[config.mk]
export PLATFORM = sky130hd
export DESIGN_NAME = sxs_alu
export DESIGN_NICKNAME = d
export VERILOG_FILES = /design/src/rtl/sxs_alu_pkg.sv /design/src/rtl/sxs_alu_core.sv /design/src/rtl/sxs_alu.sv
export VERILOG_INCLUDE_DIRS = /design/src /design/src/rtl
export SDC_FILE = /design/constraint.sdc
export NUM_CORES = 1
export LEC_CHECK = 0
export BUFFER_PORTS_ARGS = -buffer_cell sky130_fd_sc_hd__buf_2
export CORE_MARGIN = 5
export CORE_UTILIZATION = 50
export CTS_CLUSTER_SIZE = 28
export DETAILED_ROUTE_END_ITERATION = 8
export MAX_ROUTING_LAYER = met4
export PLACE_DENSITY_LB_ADDON = 0.12
export SLEW_MARGIN = 20
export SYNTH_ARGS = -nofsm -noshare
export SYNTH_HDL_FRONTEND = slang
export SYNTH_SLANG_ARGS = --single-unit
[constraint.sdc]
create_clock -name sys_clk -period 2.29 [get_ports sys_clk]
set_input_delay 0.3435 -clock sys_clk [delete_from_list [all_inputs] [get_ports sys_clk]]
set_output_delay 0.3435 -clock sys_clk [all_outputs]
set_load 0.1 [all_outputs]
[src/rtl/sxs_alu_regs.svh]
// Constants for the subtract / xor / swap datapath slice.
// Assumes it is included by the package, the datapath files and the bench.
`ifndef SXS_ALU_REGS_SVH
`define SXS_ALU_REGS_SVH

// ----------------------------------------
// Widths and reset values
// ----------------------------------------
`define SXS_DATA_W     8
`define SXS_ADDR_W     7
`define SXS_ADDR_MAX   7'h7f
`define SXS_ADDR_RST   7'h00
`define SXS_W_RST      8'h00
`define SXS_FLAG_RST   1'b0

// ----------------------------------------
// Destination select encoding
// ----------------------------------------
`define SXS_DEST_W     1'b0
`define SXS_DEST_FILE  1'b1

`endif

[src/rtl/sxs_alu_pkg.sv]
// Types for the subtract / xor / swap datapath slice.
// Assumes the constant header is on the include path.
`include "sxs_alu_regs.svh"
package sxs_alu_pkg;

  // ----------------------------------------
  // Operation select, one-hot
  // ----------------------------------------
  typedef enum logic [3:0] {
    SXS_OP_SUBTRACT_W_FROM_FILE = 4'h1,
    SXS_OP_XOR_W_WITH_FILE      = 4'h2,
    SXS_OP_SWAP_FILE_NIBBLES    = 4'h4,
    SXS_OP_XOR_LITERAL_WITH_W   = 4'h8
  } sxs_op_t;

  typedef logic [`SXS_DATA_W-1:0] sxs_byte_t;
  typedef logic [`SXS_ADDR_W-1:0] sxs_addr_t;

endpackage

[src/rtl/sxs_alu_core.sv]
// Combinational result and flag generation for the four operations.
// Assumes operands are stable in the cycle the operation is issued.
`timescale 1ns/1ps
`include "sxs_alu_regs.svh"
module sxs_alu_core (
  // Operation and operands
  input  wire sxs_alu_pkg::sxs_op_t   op,
  input  wire sxs_alu_pkg::sxs_byte_t w_val,
  input  wire sxs_alu_pkg::sxs_byte_t file_val,
  input  wire sxs_alu_pkg::sxs_byte_t literal,
  // Result and flags
  output      sxs_alu_pkg::sxs_byte_t result,
  output logic                         carry,
  output logic                         digit_carry,
  output logic                         zero,
  output logic                         upd_c_dc,
  output logic                         upd_zero
);
  import sxs_alu_pkg::*;

  logic [`SXS_DATA_W:0] diff;
  logic [4:0]           ldiff;

  always_comb begin
    diff        = {1'b0, file_val} - {1'b0, w_val};
    ldiff       = {1'b0, file_val[3:0]} - {1'b0, w_val[3:0]};
    result      = `SXS_W_RST;
    carry       = ~diff[`SXS_DATA_W];
    digit_carry = ~ldiff[4];
    upd_c_dc    = 1'b0;
    upd_zero    = 1'b0;
    case (op)
      SXS_OP_SUBTRACT_W_FROM_FILE: begin
        result   = diff[`SXS_DATA_W-1:0];
        upd_c_dc = 1'b1;
        upd_zero = 1'b1;
      end
      SXS_OP_XOR_W_WITH_FILE: begin
        result   = w_val ^ file_val;
        upd_zero = 1'b1;
      end
      SXS_OP_SWAP_FILE_NIBBLES: begin
        result = {file_val[3:0], file_val[7:4]};
      end
      SXS_OP_XOR_LITERAL_WITH_W: begin
        result   = w_val ^ literal;
        upd_zero = 1'b1;
      end
      default: begin
        result = `SXS_W_RST;
      end
    endcase
    zero = (result == `SXS_W_RST);
  end

endmodule

[src/rtl/sxs_alu.sv]
// Datapath slice: holds the working register and status flags, and
// issues file write-backs. Assumes the decoder pulses op_valid for one
// cycle per instruction and supplies the addressed file value in that cycle.
// Also assumes the register file applies file_we, file_waddr and file_wdata
// on the edge after they appear, and forwards a fresh value itself if needed.
`timescale 1ns/1ps
`include "sxs_alu_regs.svh"
module sxs_alu (
  // Clock and reset
  input  wire  logic                   sys_clk,
  input  wire  logic                   rst_n,
  // Instruction issue
  input  wire  logic                   op_valid,
  input  wire  sxs_alu_pkg::sxs_op_t   op,
  input  wire  logic                   dest_sel,
  input  wire  sxs_alu_pkg::sxs_addr_t file_addr,
  input  wire  sxs_alu_pkg::sxs_byte_t file_rdata,
  input  wire  sxs_alu_pkg::sxs_byte_t literal,
  // File write-back
  output logic                         file_we,
  output sxs_alu_pkg::sxs_addr_t       file_waddr,
  output sxs_alu_pkg::sxs_byte_t       file_wdata,
  // Architectural state
  output sxs_alu_pkg::sxs_byte_t       w_reg,
  output logic                         carry_flag,
  output logic                         digit_carry_flag,
  output logic                         zero_flag
);
  import sxs_alu_pkg::*;

  // ----------------------------------------
  // Operation evaluation
  // ----------------------------------------
  sxs_byte_t res;
  logic      c_n, dc_n, z_n, upd_cd, upd_z;

  sxs_alu_core u_core (
    .op          (op),
    .w_val       (w_reg),
    .file_val    (file_rdata),
    .literal     (literal),
    .result      (res),
    .carry       (c_n),
    .digit_carry (dc_n),
    .zero        (z_n),
    .upd_c_dc    (upd_cd),
    .upd_zero    (upd_z)
  );

  // ----------------------------------------
  // Flag update enables
  // ----------------------------------------
  // The core decodes the operation code on its own; gating its masks with
  // op_valid keeps a code left standing between issues from moving a flag
  logic upd_cd_en, upd_z_en;

  always_comb begin
    upd_cd_en = op_valid && upd_cd;
    upd_z_en  = op_valid && upd_z;
  end

  // ----------------------------------------
  // Destination routing
  // ----------------------------------------
  // The literal form has no file operand, so it always targets the working
  // register and dest_sel is a don't-care for it
  logic is_literal, to_w, to_file;

  always_comb begin
    is_literal = (op == SXS_OP_XOR_LITERAL_WITH_W);
    to_w       = op_valid && (is_literal || (dest_sel == `SXS_DEST_W));
    to_file    = op_valid && !is_literal && (dest_sel == `SXS_DEST_FILE);
  end

  // ----------------------------------------
  // Working register
  // ----------------------------------------
  // The core reads w_q, so an issue sees the result of the one before it
  sxs_byte_t w_d, w_q;

  always_comb begin
    w_d = w_q;
    if (to_w) begin
      w_d = res;
    end
  end

  always_ff @(posedge sys_clk or negedge rst_n) begin
    if (!rst_n) begin
      w_q <= `SXS_W_RST;
    end else begin
      w_q <= w_d;
    end
  end

  // ----------------------------------------
  // Carry flag
  // ----------------------------------------
  // Reads as no borrow: set when the subtraction did not wrap
  logic c_d, c_q;

  always_comb begin
    c_d = c_q;
    if (upd_cd_en) begin
      c_d = c_n;
    end
  end

  always_ff @(posedge sys_clk or negedge rst_n) begin
    if (!rst_n) begin
      c_q <= `SXS_FLAG_RST;
    end else begin
      c_q <= c_d;
    end
  end

  // ----------------------------------------
  // Digit carry flag
  // ----------------------------------------
  // Same sense as carry, taken from the low nibbles alone
  logic dc_d, dc_q;

  always_comb begin
    dc_d = dc_q;
    if (upd_cd_en) begin
      dc_d = dc_n;
    end
  end

  always_ff @(posedge sys_clk or negedge rst_n) begin
    if (!rst_n) begin
      dc_q <= `SXS_FLAG_RST;
    end else begin
      dc_q <= dc_d;
    end
  end

  // ----------------------------------------
  // Zero flag
  // ----------------------------------------
  // Loaded only by operations that report a zero result; the nibble swap
  // leaves whatever the previous operation put here
  logic z_d, z_q;

  always_comb begin
    z_d = z_q;
    if (upd_z_en) begin
      z_d = z_n;
    end
  end

  always_ff @(posedge sys_clk or negedge rst_n) begin
    if (!rst_n) begin
      z_q <= `SXS_FLAG_RST;
    end else begin
      z_q <= z_d;
    end
  end

  // ----------------------------------------
  // File write strobe
  // ----------------------------------------
  // One-cycle pulse per file-bound issue, low in every other cycle
  logic we_d, we_q;

  always_comb begin
    we_d = to_file;
  end

  always_ff @(posedge sys_clk or negedge rst_n) begin
    if (!rst_n) begin
      we_q <= 1'b0;
    end else begin
      we_q <= we_d;
    end
  end

  // ----------------------------------------
  // File write address
  // ----------------------------------------
  // Address and data hold after the strobe drops, so a register file that
  // samples them late still sees the pair that went with the strobe
  sxs_addr_t waddr_d, waddr_q;

  always_comb begin
    waddr_d = waddr_q;
    if (to_file) begin
      waddr_d = file_addr;
    end
  end

  always_ff @(posedge sys_clk or negedge rst_n) begin
    if (!rst_n) begin
      waddr_q <= `SXS_ADDR_RST;
    end else begin
      waddr_q <= waddr_d;
    end
  end

  // ----------------------------------------
  // File write data
  // ----------------------------------------
  sxs_byte_t wdata_d, wdata_q;

  always_comb begin
    wdata_d = wdata_q;
    if (to_file) begin
      wdata_d = res;
    end
  end

  always_ff @(posedge sys_clk or negedge rst_n) begin
    if (!rst_n) begin
      wdata_q <= `SXS_W_RST;
    end else begin
      wdata_q <= wdata_d;
    end
  end

  // ----------------------------------------
  // Outputs
  // ----------------------------------------
  // Every output is a register, so the register file never sees core glitches
  assign w_reg            = w_q;
  assign carry_flag       = c_q;
  assign digit_carry_flag = dc_q;
  assign zero_flag        = z_q;
  assign file_we          = we_q;
  assign file_waddr       = waddr_q;
  assign file_wdata       = wdata_q;

endmodule

==> impl_metrics.ini <==
[critical_path]
cp-end-kind = flip-flop
reg2reg_from = w_reg[4]
cp.arrival_ns = 2.48
critPathRequiredTime_ns = 2.56
path_max_fanout = 4
critPathLaunch = w_reg[4]
ff2ff_path_depth = 9
path_class = reg2reg
cp-start-kind = flip-flop

[die]
initial_core_util_pct = 52.6
core_um2 = 3420
io-pin-count = 58
dieHeight_um = 69.9
die_x_um = 69.9
die_area_um2 = 4890
rows = 21

[yosys]
ys.flop_type = dfrtp_1
seq_area_frac_synth_pct = 37.6
yosysWarnings = 0
syn_area_per_cell_um2 = 8.72
syn-instance-count = 206
synth_nets = 247
synth_edf_count = 0
synth_area_leaders = dfrtp_1 (38%), nand2_1 (9.2%), ha_1 (6.3%)
async_reset_ff_share_pct = 100
synth_top_area_cell = dfrtp_1
syn_area_um2 = 1800
ys_types = 45
synth_seq_cells = 27
synth.top_cell.area_share_pct = 37.6

[finish]
layoutNonFillerInstCount = 324
areaGrowthSynthToFinish_pct = 29.5
nNetsFinal = 320
seq_area_um2 = 693
num_antenna_cells = 0
drive_above_1_share_pct = 36.0
final_cell_mix = buf_2 (57), nand2_1 (44), o21ai_0 (22), dfrtp_1 (19), buf_4 (19)
final_util_pct = 68.1
nFillCells = 311
multi_input_area_um2 = 1050
final_common_cell = buf_2

[clock_network]
htreeDepth = 1
cts_max_path_buffers = 2
cts_root_buf = clkbuf_4
cts_sinks = 27
clock_latency_ns = 0.32
cts_tree = yes
cts_hold_buf = 0
cts_buffers = 3
cts_setup_buffers = 0
clk_pin_slew_ns = 0.14

[grt]
gr-usage-all-layers_pct = 20.1
antenna_found_initial = 0
grt_pass1_wl_mm = 8.00
grt_max_degree = 28
grt_pass1_vias = 1758
grt.overflow.total = 0

[detailed_routing]
drtPass1Iterations = 4
routedWlPerCell_um = 14.5
route.detailed.drc = 0
drtIter0Drc = 114
vias_per_cell = 5.35
ant_nets = 0
finalWirelength_mm = 4.69
vias = 1732

[place]
io_buffers = 57
gp_congestion = 0.957
dp_worst_setup_slack_ns = 0.0312
dp.cells = 320
dp_hpwl_mm = 3.74

[timing]
final-hold-violation-count = 13
postLayoutSetupSlackWorst_ns = 0.0867
fin_tns_setup_ns = 0
relSlewSlack_pct = 61.6
fin_crit_ns = 2.20
clock_skew_ns = 0.00813
setup_violations = 0
timing.final.crit_share_pct = 96.2
tightest_slew_ns = 0.575
max_freq_mhz = 454
drv_slew = 0
rsz0062_at_grt = false
fin_hold_ws_ns = -0.00866

[run]
maxCapViolCount = 0

[run_status]
violations = hold timing
outcome = finished with violations

[hold_path]
hold_class = in2async

[power]
total_power_mw = 2.14
ir_drop_uv = 759
p_leak_nw = 1.12
p_per_area_nw_per_um2 = 922
through the flow:
stage	instance area (um2)	hold WS, ns
after global placement	2290	0.373
after floorplan	1830	0.0479
after global routing	2330	0.0313
after CTS	2310	0.0127
final	2330	-0.00866
after detailed placement	2290	0.380
critical path, stage by stage (launching register included):
cell and delay [ns]:
dfrtp_4 0.53, inv_1 0.07, ha_1 0.25, a211oi_2 0.27, or2_2 0.17, o21a_1 0.15, xnor2_1 0.07, a221oi_1 0.29
buf_4 0.19, a41o_1 0.16
synth_stat cells (2+ instances only):
cell type / number
nand2_1: 44
dfrtp_1: 27
o21ai_0: 22
inv_1: 13
a21oi_1: 11
ha_1: 9
xnor2_1: 7
mux2i_1: 6
clkbuf_1: 5
nor2_1: 4
nor2b_1: 4
a211oi_1: 3
a22oi_1: 3
nand3_1: 3
nor3_1: 3
nor4b_1: 3
a221o_1: 2
a221oi_1: 2
a22o_1: 2
buf_2: 2
buf_6: 2
nand2b_1: 2
o2111ai_1: 2
o21a_1: 2
o221ai_1: 2
xor2_1: 2
final timing paths:
check / slack [ns] / to
worst max-delay path: 0.09 / zero_flag
worst min-delay path: -0.009 / file_wdata[3]
worst max register to register: 0.09 / zero_flag
worst min register to register: 0.49 / file_waddr[6]
max in group asynchronous: 1.87 / w_reg[0]
min in group sys_clk: 0.20 / file_waddr[1]
kinds of logic after synthesis:
family / count (synthesis) / share of synthesized area (%)
compound gates: 58 / 21.3
xor+xnor: 9 / 4.39
fa+ha+maj: 10 / 7.39
buf+inv: 23 / 5.78
flops: 27 / 37.6
mux: 6 / 3.35
simple gates: 73 / 20.1
power breakdown:
group          leakage [nW]  internal [mW]  switching, mW
Clock                0.0150         0.0682          0.134
Combinational         0.770          0.301          0.994
Sequential            0.339          0.578         0.0693
metal layers:
| metal | up-vias | global-route usage [%] | part of all wire, % |
|---|---|---|---|
| met5 | - | - | 0 |
| li1 | 875 | - | - |
| met2 | 40 | 32.0 | 48 |
| met1 | 809 | 26.9 | 47 |
| met3 | 8 | 3.16 | 4.7 |
| met4 | 0 | 5.32 | 1.2 |
final cells by class:
class / count / share of cell area (%)
tap: 46 / 2.47
sequential: 27 / 29.8
multi-input combinational: 156 / 45.1
inverter: 14 / 2.26
timing repair buffer: 77 / 19.3
clock buffer: 4 / 1.13
timing repair:
item	CTS	global route
endpoints found under the setup margin	0	5
hold endpoints to repair	0	0
resized for setup	0	3
(Power assumes the default switching activity.)
